==> src/shared/pin_mux_pkg.sv <==
// Package with function codes, line indices and carrier types for the pin mux
package pin_mux_pkg;

  localparam int          LINE_FIRST    = 19;
  localparam int          LINE_COUNT    = 9;
  localparam int          ENTRY_FIRST   = 20;
  localparam int          FS_W          = 6;

  localparam logic [5:0]  FS_DISCONNECT = 6'h00;
  localparam logic [5:0]  FS_GPIO       = 6'h01;
  localparam logic [5:0]  FS_CODE2      = 6'h02;
  localparam logic [5:0]  FS_CODE3      = 6'h03;
  localparam logic [5:0]  FS_CODE4      = 6'h04;
  localparam logic [5:0]  FS_CODE5      = 6'h05;
  localparam logic [5:0]  FS_CODE6      = 6'h06;

  localparam logic [5:0]  FS_RESET      = 6'h00;
  localparam logic        CE_RESET      = 1'b0;
  localparam logic        INV_RESET     = 1'b0;
  localparam logic        PULL_RESET    = 1'b0;
  localparam logic        DRIVE_RESET   = 1'b0;

  // Wake-capable lines of the whole port (lines 0, 1, 17 and 18)
  localparam logic [27:0] WAKE_LINES    = 28'h0060003;
  // Line 19 is high-speed, the rest of this group are standard
  localparam logic [8:0]  HS_LINES      = 9'h001;

  // Pin-control entry for one line
  typedef struct packed {
    logic [5:0] function_select;
    logic       connect_enable;
    logic       invert;
    logic       pullup_req;
    logic       pulldown_req;
    logic       drive_high;
  } pin_control_entry_t;

  // Peripheral outputs toward the pads (value and enable)
  typedef struct packed {
    logic swd_data_out;
    logic swd_data_oe;
    logic spi_periph_out;
    logic spi_periph_out_oe;
    logic spi_periph_in;
    logic spi_periph_in_oe;
    logic spi_chip_select_2;
    logic spi_chip_select_3;
    logic timer0_channel0;
    logic timer0_channel1;
    logic timer1_channel0;
    logic timer1_channel1;
    logic timer2_channel0;
    logic timer2_channel1;
    logic timer4_channel0;
    logic timer4_channel1;
    logic [9:0] timer_oe;
    logic serial0_transmit;
    logic serial0_request_to_send;
    logic serial1_transmit;
    logic clock_output;
    logic [3:0] gpio_out;
  } periph_out_t;

  // Pad values delivered to peripheral inputs
  typedef struct packed {
    logic       swd_data_in;
    logic       swd_clock_in;
    logic       spi_periph_out_in;
    logic       spi_periph_in_in;
    logic       spi_chip_select_2_in;
    logic       spi_chip_select_3_in;
    logic [9:0] timer_in;
    logic       serial0_receive;
    logic       serial0_clear_to_send;
    logic       serial1_receive;
  } periph_in_t;

  typedef struct packed {
    logic [8:0] pad_out;
    logic [8:0] pad_oe;
    logic [8:0] pad_pullup;
    logic [8:0] pad_pulldown;
    logic [8:0] pad_drive_high;
    logic [8:0] gpio_in;
    periph_in_t periph_in;
    logic [2:0] sync_a;
    logic [2:0] sync_b;
    logic       reset_pad_seen;
  } mux_state_t;

  // Timer bit order in timer_oe / timer_in
  localparam int T0C0 = 0;
  localparam int T0C1 = 1;
  localparam int T1C0 = 2;
  localparam int T1C1 = 3;
  localparam int T2C0 = 4;
  localparam int T2C1 = 5;
  localparam int T4C0 = 6;
  localparam int T4C1 = 7;

endpackage

==> src/port_pin_function_mux.sv <==
// Pin-function multiplexer for port lines 19 to 27
`timescale 1ns/10ps
`default_nettype none
module port_pin_function_mux (
  // Clock and reset
  input  wire logic                              CLK_SYS,
  input  wire logic                              RST_N,
  // Pin-control entries 20 to 28
  input  wire pin_mux_pkg::pin_control_entry_t [8:0] PIN_CONTROL_ENTRY,
  // Peripheral side
  input  wire pin_mux_pkg::periph_out_t          PERIPH_OUT,
  output var  pin_mux_pkg::periph_in_t           PERIPH_IN,
  output var  logic [8:0]                        GPIO_IN,
  // Pad side
  input  wire logic [8:0]                        PAD_IN,
  output var  logic [8:0]                        PAD_OUT,
  output var  logic [8:0]                        PAD_OE,
  output var  logic [8:0]                        PAD_PULLUP,
  output var  logic [8:0]                        PAD_PULLDOWN,
  output var  logic [8:0]                        PAD_DRIVE_HIGH,
  // Wake path and shared reset pad
  input  wire logic [27:0]                       WAKE_REQ,
  input  wire logic                              RESET_PAD_IN,
  output var  logic                              WAKE_OUT,
  output var  logic                              RESET_PAD_SEEN
);
  import pin_mux_pkg::*;

  mux_state_t  state_q;
  mux_state_t  state_d;
  logic [8:0]  pad_s1_q;
  logic [8:0]  pad_s2_q;
  logic [8:0]  pad_s3_q;
  logic [8:0]  pad_clean_q;
  logic        wake_q;
  logic [2:0]  rst_sync_q;
  logic [27:0] wake_s1_q;
  logic [27:0] wake_s2_q;
  logic [27:0] wake_s3_q;
  logic [27:0] wake_clean_q;

  // Pad input seen by the line: inverted when asked, zero when analog
  function automatic logic pad_view(input pin_control_entry_t e,
                                    input logic v);
    pad_view = e.connect_enable & (v ^ e.invert);
  endfunction

  function automatic logic sel(input pin_control_entry_t e,
                               input logic [5:0] code);
    sel = e.connect_enable && (e.function_select == code);
  endfunction

  // Input filter: a change counts once stages two and three agree
  always_ff @(posedge CLK_SYS or negedge RST_N) begin
    if (!RST_N) begin
      pad_s1_q    <= 9'h000;
      pad_s2_q    <= 9'h000;
      pad_s3_q    <= 9'h000;
      pad_clean_q <= 9'h000;
      rst_sync_q  <= 3'h0;
    end else begin
      pad_s1_q   <= PAD_IN;
      pad_s2_q   <= pad_s1_q;
      pad_s3_q   <= pad_s2_q;
      rst_sync_q <= {rst_sync_q[1:0], RESET_PAD_IN};
      for (int i = 0; i < LINE_COUNT; i++) begin
        if (pad_s2_q[i] == pad_s3_q[i]) begin
          pad_clean_q[i] <= pad_s3_q[i];
        end
      end
    end
  end

  // Wake requests come from pads, so they pass the same three-stage filter
  always_ff @(posedge CLK_SYS or negedge RST_N) begin
    if (!RST_N) begin
      wake_s1_q    <= 28'h0000000;
      wake_s2_q    <= 28'h0000000;
      wake_s3_q    <= 28'h0000000;
      wake_clean_q <= 28'h0000000;
      wake_q       <= 1'b0;
    end else begin
      wake_s1_q <= WAKE_REQ & WAKE_LINES;
      wake_s2_q <= wake_s1_q;
      wake_s3_q <= wake_s2_q;
      for (int i = 0; i < 28; i++) begin
        if (wake_s2_q[i] == wake_s3_q[i]) begin
          wake_clean_q[i] <= wake_s3_q[i];
        end
      end
      wake_q <= |wake_clean_q;
    end
  end

  always_comb begin
    pin_control_entry_t e;
    logic [8:0] v;
    logic [9:0] tin;
    e         = '0;
    tin       = 10'h000;
    v         = 9'h000;
    state_d   = state_q;
    // inactive defaults: idle-high serial receive and select inputs, clear-to-send low
    state_d.periph_in = '0;
    state_d.periph_in.serial0_receive       = 1'b1;
    state_d.periph_in.serial1_receive       = 1'b1;
    state_d.periph_in.serial0_clear_to_send = 1'b0;
    state_d.periph_in.spi_chip_select_2_in  = 1'b1;
    state_d.periph_in.spi_chip_select_3_in  = 1'b1;
    state_d.pad_out        = 9'h000;
    state_d.pad_oe         = 9'h000;
    state_d.gpio_in        = 9'h000;
    for (int i = 0; i < LINE_COUNT; i++) begin
      e = PIN_CONTROL_ENTRY[i];
      v[i] = pad_view(e, pad_clean_q[i]);
      state_d.pad_pulldown[i]   = e.connect_enable & e.pulldown_req;
      state_d.pad_pullup[i]     = e.connect_enable & e.pullup_req;
      state_d.pad_drive_high[i] = e.connect_enable & e.drive_high
                                  & HS_LINES[i];
      if (sel(e, FS_GPIO)) begin
        state_d.gpio_in[i] = v[i];
        state_d.pad_out[i] = PERIPH_OUT.gpio_out[i % 4] ^ e.invert;
      end
    end
    // Per-line decode; where two lines feed one input the higher line wins
    // Line 19
    e = PIN_CONTROL_ENTRY[0];
    if (sel(e, FS_CODE2)) begin
      state_d.pad_out[0] = PERIPH_OUT.swd_data_out ^ e.invert;
      state_d.pad_oe[0]  = PERIPH_OUT.swd_data_oe;
      state_d.periph_in.swd_data_in = v[0];
    end else if (sel(e, FS_CODE4)) begin
      state_d.pad_out[0] = PERIPH_OUT.spi_periph_out ^ e.invert;
      state_d.pad_oe[0]  = PERIPH_OUT.spi_periph_out_oe;
      state_d.periph_in.spi_periph_out_in = v[0];
    end
    // Line 20
    e = PIN_CONTROL_ENTRY[1];
    if (sel(e, FS_CODE2)) begin
      state_d.periph_in.swd_clock_in = v[1];
    end else if (sel(e, FS_CODE4)) begin
      state_d.pad_out[1] = PERIPH_OUT.timer4_channel0 ^ e.invert;
      state_d.pad_oe[1]  = PERIPH_OUT.timer_oe[T4C0];
      tin[T4C0] = v[1];
    end
    // Line 21
    e = PIN_CONTROL_ENTRY[2];
    if (sel(e, FS_CODE2)) begin
      state_d.pad_out[2] = PERIPH_OUT.timer2_channel0 ^ e.invert;
      state_d.pad_oe[2]  = PERIPH_OUT.timer_oe[T2C0];
      tin[T2C0] = v[2];
    end else if (sel(e, FS_CODE3)) begin
      state_d.periph_in.serial0_clear_to_send = v[2];
    end else if (sel(e, FS_CODE4)) begin
      state_d.pad_out[2] = PERIPH_OUT.serial0_transmit ^ e.invert;
      state_d.pad_oe[2]  = 1'b1;
    end
    // Line 22
    e = PIN_CONTROL_ENTRY[3];
    if (sel(e, FS_CODE2)) begin
      state_d.periph_in.serial0_receive = v[3];
    end else if (sel(e, FS_CODE3)) begin
      state_d.pad_out[3] = PERIPH_OUT.timer2_channel1 ^ e.invert;
      state_d.pad_oe[3]  = PERIPH_OUT.timer_oe[T2C1];
      tin[T2C1] = v[3];
    end else if (sel(e, FS_CODE4)) begin
      state_d.pad_out[3] = PERIPH_OUT.serial0_request_to_send ^ e.invert;
      state_d.pad_oe[3]  = 1'b1;
    end else if (sel(e, FS_CODE5)) begin
      state_d.pad_out[3] = PERIPH_OUT.clock_output ^ e.invert;
      state_d.pad_oe[3]  = 1'b1;
    end else if (sel(e, FS_CODE6)) begin
      state_d.periph_in.serial1_receive = v[3];
    end
    // Line 23
    e = PIN_CONTROL_ENTRY[4];
    if (sel(e, FS_CODE2)) begin
      state_d.pad_out[4] = PERIPH_OUT.serial0_transmit ^ e.invert;
      state_d.pad_oe[4]  = 1'b1;
    end else if (sel(e, FS_CODE3)) begin
      state_d.pad_out[4] = PERIPH_OUT.spi_chip_select_3 ^ e.invert;
      state_d.pad_oe[4]  = 1'b1;
      state_d.periph_in.spi_chip_select_3_in = v[4];
    end else if (sel(e, FS_CODE4)) begin
      state_d.pad_out[4] = PERIPH_OUT.timer0_channel0 ^ e.invert;
      state_d.pad_oe[4]  = PERIPH_OUT.timer_oe[T0C0];
      tin[T0C0] = v[4];
    end else if (sel(e, FS_CODE5)) begin
      state_d.periph_in.serial0_clear_to_send = v[4];
    end else if (sel(e, FS_CODE6)) begin
      state_d.pad_out[4] = PERIPH_OUT.serial1_transmit ^ e.invert;
      state_d.pad_oe[4]  = 1'b1;
    end
    // Line 24
    e = PIN_CONTROL_ENTRY[5];
    if (sel(e, FS_CODE2)) begin
      state_d.pad_out[5] = PERIPH_OUT.spi_chip_select_2 ^ e.invert;
      state_d.pad_oe[5]  = 1'b1;
      state_d.periph_in.spi_chip_select_2_in = v[5];
    end else if (sel(e, FS_CODE3)) begin
      state_d.pad_out[5] = PERIPH_OUT.timer0_channel1 ^ e.invert;
      state_d.pad_oe[5]  = PERIPH_OUT.timer_oe[T0C1];
      tin[T0C1] = v[5];
    end else if (sel(e, FS_CODE4)) begin
      state_d.pad_out[5] = PERIPH_OUT.serial0_request_to_send ^ e.invert;
      state_d.pad_oe[5]  = 1'b1;
    end
    // Line 25
    e = PIN_CONTROL_ENTRY[6];
    if (sel(e, FS_CODE2)) begin
      state_d.pad_out[6] = PERIPH_OUT.timer4_channel1 ^ e.invert;
      state_d.pad_oe[6]  = PERIPH_OUT.timer_oe[T4C1];
      tin[T4C1] = v[6];
    end else if (sel(e, FS_CODE3)) begin
      state_d.pad_out[6] = PERIPH_OUT.serial0_transmit ^ e.invert;
      state_d.pad_oe[6]  = 1'b1;
    end else if (sel(e, FS_CODE4)) begin
      state_d.pad_out[6] = PERIPH_OUT.spi_periph_in ^ e.invert;
      state_d.pad_oe[6]  = PERIPH_OUT.spi_periph_in_oe;
      state_d.periph_in.spi_periph_in_in = v[6];
    end
    // Line 26
    e = PIN_CONTROL_ENTRY[7];
    if (sel(e, FS_CODE2)) begin
      state_d.pad_out[7] = PERIPH_OUT.timer1_channel0 ^ e.invert;
      state_d.pad_oe[7]  = PERIPH_OUT.timer_oe[T1C0];
      tin[T1C0] = v[7];
    end else if (sel(e, FS_CODE3)) begin
      state_d.periph_in.serial0_receive = v[7];
    end else if (sel(e, FS_CODE4)) begin
      state_d.pad_out[7] = PERIPH_OUT.spi_periph_out ^ e.invert;
      state_d.pad_oe[7]  = PERIPH_OUT.spi_periph_out_oe;
      state_d.periph_in.spi_periph_out_in = v[7];
    end
    // Line 27
    e = PIN_CONTROL_ENTRY[8];
    if (sel(e, FS_CODE2)) begin
      state_d.pad_out[8] = PERIPH_OUT.timer1_channel1 ^ e.invert;
      state_d.pad_oe[8]  = PERIPH_OUT.timer_oe[T1C1];
      tin[T1C1] = v[8];
    end else if (sel(e, FS_CODE3)) begin
      state_d.pad_out[8] = PERIPH_OUT.spi_chip_select_3 ^ e.invert;
      state_d.pad_oe[8]  = 1'b1;
      state_d.periph_in.spi_chip_select_3_in = v[8];
    end
    state_d.periph_in.timer_in = tin;
    // analog lines (code 0, connect 0) never drive
    for (int i = 0; i < LINE_COUNT; i++) begin
      if (!PIN_CONTROL_ENTRY[i].connect_enable) begin
        state_d.pad_oe[i]  = 1'b0;
        state_d.pad_out[i] = 1'b0;
      end
    end
    state_d.sync_a = 3'h0;
    state_d.sync_b = 3'h0;
    // shared reset pad, low holds reset; a change counts once
    // the second and third stages agree, otherwise the old view holds
    if (rst_sync_q[1] == rst_sync_q[2]) begin
      state_d.reset_pad_seen = ~rst_sync_q[2];
    end
  end

  always_ff @(posedge CLK_SYS or negedge RST_N) begin
    if (!RST_N) begin
      state_q <= '0;
      state_q.periph_in.serial0_receive      <= 1'b1;
      state_q.periph_in.serial1_receive      <= 1'b1;
      state_q.periph_in.spi_chip_select_2_in <= 1'b1;
      state_q.periph_in.spi_chip_select_3_in <= 1'b1;
      state_q.reset_pad_seen                 <= 1'b1;
    end else begin
      state_q <= state_d;
    end
  end

  assign PERIPH_IN      = state_q.periph_in;
  assign GPIO_IN        = state_q.gpio_in;
  assign PAD_OUT        = state_q.pad_out;
  assign PAD_OE         = state_q.pad_oe;
  assign PAD_PULLUP     = state_q.pad_pullup;
  assign PAD_PULLDOWN   = state_q.pad_pulldown;
  assign PAD_DRIVE_HIGH = state_q.pad_drive_high;
  assign WAKE_OUT       = wake_q;
  assign RESET_PAD_SEEN = state_q.reset_pad_seen;
endmodule
`default_nettype wire

==> config.mk <==
export PLATFORM = sky130hd
export DESIGN_NAME = port_pin_function_mux
export DESIGN_NICKNAME = d
export VERILOG_FILES = /design/src/shared/pin_mux_pkg.sv /design/src/port_pin_function_mux.sv
export SDC_FILE = /design/constraint.sdc
export NUM_CORES = 1
export LEC_CHECK = 0
export BUFFER_PORTS_ARGS = -buffer_cell sky130_fd_sc_hd__buf_4
export CORE_UTILIZATION = 30
export DETAILED_ROUTE_END_ITERATION = 7
export PLACE_DENSITY = 0.58
export SLEW_MARGIN = 20
export SYNTH_ARGS = -nofsm -noshare
export SYNTH_HDL_FRONTEND = slang
export SYNTH_SLANG_ARGS = --single-unit
==> constraint.sdc <==
create_clock -name CLK_SYS -period 1.6 [get_ports CLK_SYS]
set_input_delay 0 -clock CLK_SYS [delete_from_list [all_inputs] [get_ports CLK_SYS]]
set_output_delay 0 -clock CLK_SYS [all_outputs]
set_load 0.05 [all_outputs]
==> out/results.ini, run 1 <==
[run_status]
status=finished clean

[clock_tree]
clockRootBuffer=clkbuf_16
cts_max_level=4
cts_tree=done
path_clk_slew_ns=0.05
clock-sinks=120
clockBufferDepth=2
clock_latency_ns=0.41
cts_buffers=17

[setup_path]
cp_max_fo=2
slowest_stage=dlygate4sd3_1
crit_type=in -> reg
path_cells=dlygate4sd3_1, buf_4, nor4b_2, nand4_1, nor3_2, dlygate4sd3_1
endpoint_kind=flip-flop
crit_top_cell=dlygate4sd3_1
cp.required_ns=1.95
slowest_delay_ns=0.56
arrival_ns=1.90
startpoint_type=input port

[routing]
wl_per_cell_um=14.0
antenna_left=0
dr.pass1.iters=4
totalWireLength_um=13000
drc=0
viasPerCell=4.40
num_vias=4101
dr.first_iter.drc_count=136

[min_path]
hold_path_class=in -> reg

[synth]
synthArstFlopShare_pct=100
yosysSeqAreaShare_pct=64.8
netlist_area_um2=4650
yosysUniqueCellTypes=52
synth_edf_count=0
synth-main-ff-cell=dfrtp_1
yosys_warnings=0
syn_avg_cell_area_um2=12.9
ys_ff_latch=120
synth_cells=361

[sta]
tightestPinTransition_ns=0.544
setup_viol=0
layout_setup_ws_ns=0.0468
slew_headroom_pct=63.4
finalCritPeriodShare_pct=97.1
hold_slack_ns=0.0115
finalSetupTns_ns=0
hold_violations=0
grt_setup_unrepaired=true
max_freq_mhz=644
drv_slew=0
layout_min_cycle_time_ns=1.55
fin_skew_ns=0.00649

[final_layout]
multi_input_area_um2=1590
antenna_cells=0
area_growth_pct=82.1
final_nets=903
fill_cells=1262
seq_area_um2=3010
drive_gt1_share_pct=34.7

[floorplanning]
die_area_um2=16000
num_rows=45
die_x_um=126
die_y_um=126
io_pins=248
initial_core_util_pct=30.7
core_um2=15100

[placed_design]
dp_hpwl_um=8320
io_buffers=203
place_ws_ns=0.0571
gp_congestion=0.841

[power_and_ir_drop]
power_mw=8.04
p_per_area_nw_per_um2=950
p_leak_nw=4.03
ir_worst_vdd_mv=0.650

[flow_run]
cap_violations=0

[global_route]
grt_max_degree=51
grt_pass1_vias=4248
grt_overflow_total=0
antenna_found_initial=0
grt_usage_pct=16.9
grt_pass1_wl_um=20800

==> metal layers <==
| layer | track usage, % | vias to the layer above | wire length [um] |
|---|---|---|---|
| met5 | 0 | - | 0 |
| met4 | 7.44 | 0 | 287 |
| met3 | 4.01 | 21 | 516 |
| met2 | 30.5 | 122 | 6940 |
| met1 | 18.9 | 1985 | 5300 |
| li1 | - | 1973 | - |
==> worst max-delay path: cells and delay by family <==
kind / cells / cell delay (ns)
and+or+nand+nor: 3 / 0.66
buffers and inverters: 3 / 1.24
==> final cells by class <==
type / instances / share of cell area (%)
Multi-Input combinational cell: 233 / 18.7
Tap cell: 188 / 2.78
Clock buffer: 20 / 5.40
Inverter: 5 / 0.222
Sequential cell: 120 / 35.6
Timing Repair Buffer: 353 / 35.9
Clock inverter: 12 / 1.39
==> cells in the mapped netlist, drive strengths merged (2+ instances only) <==
master  instances  share of area [%]
dfrtp         115                 62
xor2           21                4.0
and2           20                2.7
nand2          20                1.6
nor2           15                1.2
xnor2          15                2.8
maj3           13                2.8
a21oi          11                1.2
buf            11                1.9
nor3           11                1.2
nor2b           9                1.2
and3            8                1.1
nand2b          8                1.1
nor4b           6                1.1
dfstp           5                2.8
inv             5               0.40
mux2i           5                1.1
nand3           5               0.54
nand3b          5               0.81
nor3b           5               0.81
nor4            5               0.67
o21ai           5               0.54
or3             4               0.59
a21o            3               0.48
or4b            3               0.73
a22o            2               0.38
nand4b          2               0.38
nor4bb          2               0.43
o21a            2               0.32
o22ai           2               0.27
o31ai           2               0.32
==> cell usage in the layout (no fill, tap or decap), drive strengths merged, types with 11 or more instances in the layout <==
master	synthesis	final
buf	11	209
clkbuf	1	20
and2	20	20
dlygate4sd3	0	143
maj3	13	13
a21oi	11	11
nor2	15	15
nor3	11	11
dfrtp	115	115
xnor2	15	15
xor2	21	21
nand2	20	20
==> cells by family (layout without fill, tap and decap cells) <==
logic type | Yosys count | after routing | synth area share [%]
adders and majority gates | 13 | 13 | 2.80
DFF | 120 | 120 | 64.8
and+or+nand+nor | 132 | 132 | 16.9
muxes | 5 | 5 | 1.08
other | 1 | 10 | 0.0807
xor gates and xnor gates | 36 | 36 | 6.79
AOI/OAI and AO/OA | 37 | 37 | 5.28
buffers and inverters | 17 | 390 | 2.34
==> per-stage QoR <==
step | util (%) | cells | cell area, um2
CTS | 55.5 | 928 | 8410
floorplan | - | 370 | 4680
global placement | 42.3 | 753 | 6400
detailed placement | 42.3 | 753 | 6400
global route | 55.9 | 931 | 8460
finish | 55.9 | 931 | 8460
==> worst paths after layout <==
| kind | cells after the start | slack, ns | to | startpoint |
|---|---|---|---|---|
| hold / removal | 4 | 0.01 | GPIO_IN[4] | PIN_CONTROL_ENTRY[53] |
| setup reg to reg | 4 | 0.05 | GPIO_IN[5] | pad_clean_q[5] |
| max in group asynchronous | 3 | 0.91 | PERIPH_IN[2] | RST_N |
| setup / recovery | 6 | 0.05 | GPIO_IN[2] | PIN_CONTROL_ENTRY[31] |
| hold reg to reg | 0 | 0.35 | wake_s2_q[17] | wake_s1_q[17] |
| min in group asynchronous | 2 | 0.04 | PAD_OUT[1] | RST_N |
==> sequential cells by signal (all words and copies together), names as in the netlist <==
| name | count |
|---|---|
| pad_s1_q | 9 |
| rst_sync_q | 3 |
| PERIPH_IN | 17 |
| PAD_DRIVE_HIGH | 1 |
| pad_s2_q | 9 |
| PAD_OE | 9 |
| RESET_PAD_SEEN | 1 |
| PAD_OUT | 9 |
| wake_s1_q | 4 |
| pad_s3_q | 9 |
| wake_s2_q | 4 |
| GPIO_IN | 9 |
| wake_clean_q | 4 |
| PAD_PULLUP | 9 |
| WAKE_OUT | 1 |
| pad_clean_q | 9 |
| wake_s3_q | 4 |
| PAD_PULLDOWN | 9 |
==> power by group <==
part	total [mW]	leakage [nW]	internal, mW	switching, mW
logic	1.17	2.27	0.633	0.541
registers	3.21	1.51	3.16	0.0535
clock network	3.65	0.258	2.23	1.42
==> repair_timing <==
| action | 4_1_cts | 5_1_grt |
|---|---|---|
| resized for setup | 0 | 6 |
| hold buffers | 143 | 2 |
| buffers inserted | 0 | 2 |
| setup endpoints to repair | 0 | 7 |
| endpoints found under the hold margin | 194 | 2 |
No activity file was read; power rests on OpenSTA's default activity.
==> run 2: changes to the inputs <==
--- a/config.mk
+++ b/config.mk
@@ -6,9 +6,9 @@
 export NUM_CORES = 1
 export LEC_CHECK = 0
 export BUFFER_PORTS_ARGS = -buffer_cell sky130_fd_sc_hd__buf_4
-export CORE_UTILIZATION = 30
+export CORE_UTILIZATION = 29
 export DETAILED_ROUTE_END_ITERATION = 7
-export PLACE_DENSITY = 0.58
+export PLACE_DENSITY = 0.57
 export SLEW_MARGIN = 20
 export SYNTH_ARGS = -nofsm -noshare
 export SYNTH_HDL_FRONTEND = slang
==> out/results.ini, run 2 (same netlist as run 1, synthesis figures left out) <==
[run_status]
status=finished, violations left
violations=negative hold slack

[clock_tree]
path_clk_slew_ns=0.06
cts_max_level=4
cts_tree=done
clockBufferDepth=2
clock-sinks=120
clockRootBuffer=clkbuf_16
cts_buffers=17
cts_setup_buffers=0
clock_latency_ns=0.41

[sta]
setup_viol=0
drv_slew=0
finalCritPeriodShare_pct=99.7
hold_slack_ns=-0.0538
layout_min_cycle_time_ns=1.60
hold_violations=2
max_freq_mhz=627
slew_headroom_pct=60.7
finalSetupTns_ns=0
tightestPinTransition_ns=0.582
fin_skew_ns=0.00667

[global_route]
grt_pass1_wl_um=20700
antenna_found_initial=0
grt_overflow_total=0
met1_usage_pct=17.0
grt_max_degree=38
met3_usage_pct=4.12
grt_pass1_vias=4367
grt_usage_pct=16.4
busiest_layer=met2
met2_usage_pct=30.0

[routing]
totalWireLength_um=13500
wl_per_cell_um=14.2
drc=0
viasPerCell=4.43
dr.pass1.iters=4
dr.first_iter.drc_count=192
antenna_left=0
num_vias=4207

[placed_design]
io_buffers=203
dp_hpwl_um=8730
gp_congestion=0.861

[setup_path]
slowest_stage=or4b_2
cp.required_ns=1.87
slowest_delay_ns=0.71
endpoint_kind=flip-flop
arrival_ns=1.87
path_buf_inv=2
cp_max_fo=4
path_cells=buf_4, or4b_2, dlygate4sd3_1, nor3b_2, a211oi_1
startpoint_type=input port
crit_type=in -> reg
critPathTopFamily=simple AND/OR/NAND/NOR gates

[power_and_ir_drop]
ir_worst_vdd_mv=0.639
power_mw=8.35
p_leak_nw=4.07
p_per_area_nw_per_um2=978

[floorplanning]
die_area_um2=16500
core_um2=15400
num_rows=45
die_y_um=129
die_x_um=129
initial_core_util_pct=30.1
io_pins=248

[final_layout]
final_common_cell=buf_4
layout_common_cells=buf_4, dlygate4sd3_1, dfrtp_1
largest_reg_flops=17
final_nets=899
antenna_cells=0
drive_gt1_share_pct=35.6
area_growth_pct=83.7
fill_cells=1303

[flow_run]
cap_violations=0

[min_path]
hold_path_class=in -> reg

==> run 2: cell count changes in the layout (fill, tap and decap cells not counted), moves of 3 or more <==
cell	before	now
clkinv_4	1	4
clkinvlp_4	7	3
dlygate4sd3_1	143	140
nor3b_1	5	2
nor3b_2	0	3
==> run 2: per-layer routing <==
layer  up-vias  share of wire (%)
met4         0                3.9
met5         -                  0
met1      2049                 37
met3        45                4.4
li1       1966                  -
met2       147                 55
==> run 2: worst min-delay path: stages <==
cell,delay [ns]
buf_4,0.08
nor4b_1,0.06
nand2_1,0.10
nor4b_1,0.07
==> run 2: final cells by class <==
| cell class | instances | area, um2 | share of cell area [%] |
|---|---|---|---|
| clock buffers | 19 | 453 | 5.31 |
| clock inverters | 13 | 170 | 1.99 |
| inverters | 5 | 18.8 | 0.220 |
| multi-input cells | 233 | 1620 | 18.9 |
| flip-flops and latches | 120 | 3010 | 35.3 |
| well taps | 211 | 264 | 3.09 |
| repair buffers | 349 | 3000 | 35.2 |
==> run 2: worst paths after layout <==
kind | slack, ns | startpoint | endpoint | cells past startpoint
max | 0.005 | PIN_CONTROL_ENTRY[63] | PAD_OUT[5] | 5
min | -0.05 | PIN_CONTROL_ENTRY[76] | PERIPH_IN[15] | 4
max reg2reg | 0.08 | pad_clean_q[1] | GPIO_IN[1] | 5
min reg2reg | 0.35 | wake_s1_q[0] | wake_s2_q[0] | 0
max in group asynchronous | 0.76 | RST_N | PERIPH_IN[0] | 3
min in group asynchronous | 0.15 | RST_N | GPIO_IN[5] | 2
==> run 2: metrics by stage <==
stage          hold WS [ns]  instances  util [%]  cell area, um2  worst slack (ns)
2_1_floorplan        -0.296        370         -            4680             0.272
3_3_place_gp         0.0175        777      41.8            6440             0.120
3_5_place_dp         0.0238        777      41.8            6440            0.0534
4_1_cts             -0.0124        949      54.9            8470            0.0168
6_report            -0.0538        950      55.3            8540           0.00498
5_1_grt             -0.0290        950      55.3            8540           -0.0703
==> run 2: report_power, final <==
group	internal (mW)	total (mW)	switching (mW)	leakage [nW]
Combinational	0.630	1.19	0.555	2.27
Sequential	3.16	3.22	0.0552	1.51
Clock	2.55	3.94	1.40	0.296
==> run 2: repair_timing <==
action | CTS | global route
hold endpoints to repair | 167 | 4
gates resized for setup | 0 | 11
setup endpoints to repair | 0 | 9
hold buffers | 140 | 2
==> run 3: changes to the inputs <==
--- a/config.mk
+++ b/config.mk
@@ -6,9 +6,11 @@
 export NUM_CORES = 1
 export LEC_CHECK = 0
 export BUFFER_PORTS_ARGS = -buffer_cell sky130_fd_sc_hd__buf_4
-export CORE_UTILIZATION = 29
+export CELL_PAD_IN_SITES_DETAIL_PLACEMENT = 0
+export CELL_PAD_IN_SITES_GLOBAL_PLACEMENT = 2
+export CORE_UTILIZATION = 27
 export DETAILED_ROUTE_END_ITERATION = 7
-export PLACE_DENSITY = 0.57
+export PLACE_DENSITY = 0.81
 export SLEW_MARGIN = 20
 export SYNTH_ARGS = -nofsm -noshare
 export SYNTH_HDL_FRONTEND = slang
==> constraint.sdc (replaced) <==
create_clock -name CLK_SYS -period 1.8 [get_ports CLK_SYS]
set_input_delay 0 -clock CLK_SYS [delete_from_list [all_inputs] [get_ports CLK_SYS]]
set_output_delay 0 -clock CLK_SYS [all_outputs]
set_load 0.05 [all_outputs]
==> out/results.ini, run 3 (same netlist as run 1, synthesis figures left out) <==
[setup_path]
cp-startpoint=PIN_CONTROL_ENTRY[54]
slowest_stage=dlygate4sd3_1
crit_cells=6
r2r_slack_ns=0.18
endpoint=PAD_OUT[4]
arrival_ns=1.98
crit_type=in -> reg
cp.required_ns=2.08
slowest_delay_ns=0.55
r2r-end=PERIPH_IN[17]
startpoint_type=input port
endpoint_kind=flip-flop
r2r-start=pad_clean_q[1]
critPathTopFamily=simple AND/OR/NAND/NOR gates
rr_worst_depth=5
path_cells=dlygate4sd3_1, buf_4, or4b_4, or3b_4, o31ai_1, a21oi_1
cp_max_fo=5
path_buf_inv=2

[sta]
slew_headroom_pct=57.3
fin_skew_ns=0.00725
setup_viol=0
layout_min_cycle_time_ns=1.70
hold_violations=0
drv_slew=0
grt_setup_unrepaired=false
finalCritPeriodShare_pct=94.5
finalSetupTns_ns=0
tightestPinTransition_ns=0.640
max_freq_mhz=588

[routing]
wl_met1_um=5010
totalWireLength_um=12300
top_layer_used=met4
dr.pass1.iters=6
viasPerCell=4.21
antenna_left=0
wl_per_cell_um=12.9
routed-wl-met2_um=6360
drc=0
wl_met3_um=642
dr.first_iter.drc_count=81
num_vias=4026

[power_and_ir_drop]
ir_worst_vdd_mv=0.586
p_per_area_nw_per_um2=856
p_leak_nw=4.03
p_seq_share_pct=39.6
power_switching_mw=1.75
swShare_pct=24.2
internal_power_mw=5.48
pwr-share-comb_pct=14.0
p_clk_share_pct=46.4

[clock_tree]
clock_latency_ns=0.40
clock-sinks=120
clockRootBuffer=clkbuf_16
cts_max_level=4
cts_tree=done
path_clk_slew_ns=0.06
clockBufferDepth=2
cts_buffers=17

[final_layout]
area_growth_pct=81.7
fill_cells=1500
instances_no_fill=957
antenna_cells=0
layout_common_cells=buf_4, dlygate4sd3_1, dfrtp_1
drive_gt1_share_pct=34.2
largest_reg_flops=17
final_nets=897
final_cell_area_um2=8440
final_common_cell=buf_4

[placed_design]
io_buffers=203
gp_congestion=0.773
post-place-cells=783
dp_hpwl_um=8310
post_dp_cell_area_um2=6420

[floorplanning]
core_um2=16700
initial_core_util_pct=27.8
die_y_um=133
num_rows=47
io_pins=248
die_area_um2=17700
die_x_um=133

[min_path]
hold_path_class=in -> reg
min_path_cells=4

[flow_run]
cap_violations=0

[global_route]
grt_pass1_wl_um=20500
grt_usage_pct=14.7
grt_max_degree=121
antenna_found_initial=0
grt_pass1_vias=4319
grt_overflow_total=0

[run_status]
status=finished clean

[run 3: tightest hold or removal path: stages]
cell and delay [ns]:
buf_4 0.07, or4b_2 0.15, nor3b_1 0.07, nand2_1 0.07
[run 3: what timing repair did]
action,CTS,global route
setup buffers,0,0
hold buffers,142,1
endpoints found under the setup margin,0,2
gates resized for setup,0,1
endpoints found under the hold margin,192,1
[run 3: metal layers]
metal	vias to the layer above	GRT usage, %
li1	1961	-
met1	1912	16.8
met2	128	25.8
met3	25	3.73
met4	0	6.94
met5	-	0
[run 3: layout make-up]
type                            count  area (um2)  area share [%]
Sequential cell                   120        3010            35.6
Tap cell                          220         275            3.26
Clock inverter                     13         144            1.70
Multi-Input combinational cell    233        1570            18.6
Inverter                            5        18.8           0.222
Clock buffer                       19         453            5.37
Timing Repair Buffer              347        2970            35.2
[run 3: power by group through the flow]
stage	Combinational, mW	Clock (mW)	Sequential (mW)
global route	1.10	3.57	2.87
floorplan	0.264	0	3.01
finish	1.01	3.35	2.86
CTS	1.01	3.47	2.86
global placement	0.786	0	2.90
detailed placement	0.795	0	2.91
[run 3: through the flow]
step,hold WS (ns),power [mW],setup slack [ns],utilization (%)
after global placement,0.110,3.69,0.299,38.4
after CTS,0.00139,7.34,0.0553,50.5
after floorplan,-0.296,3.27,0.472,-
after global routing,0.0193,7.54,0.0194,50.5
final,0.00321,7.23,0.0988,50.5
after detailed placement,0.111,3.70,0.294,38.4
[run 3: worst min-delay path by stage]
stage / end / from
2_1_floorplan: GPIO_IN[0] / RST_N
6_report: PERIPH_IN[14] / PIN_CONTROL_ENTRY[63]
5_1_grt: PERIPH_IN[14] / PIN_CONTROL_ENTRY[64]
3_3_place_gp: pad_s1_q[7] / PAD_IN[7]
4_1_cts: PAD_OUT[7] / PIN_CONTROL_ENTRY[82]
3_5_place_dp: pad_s1_q[3] / PAD_IN[3]
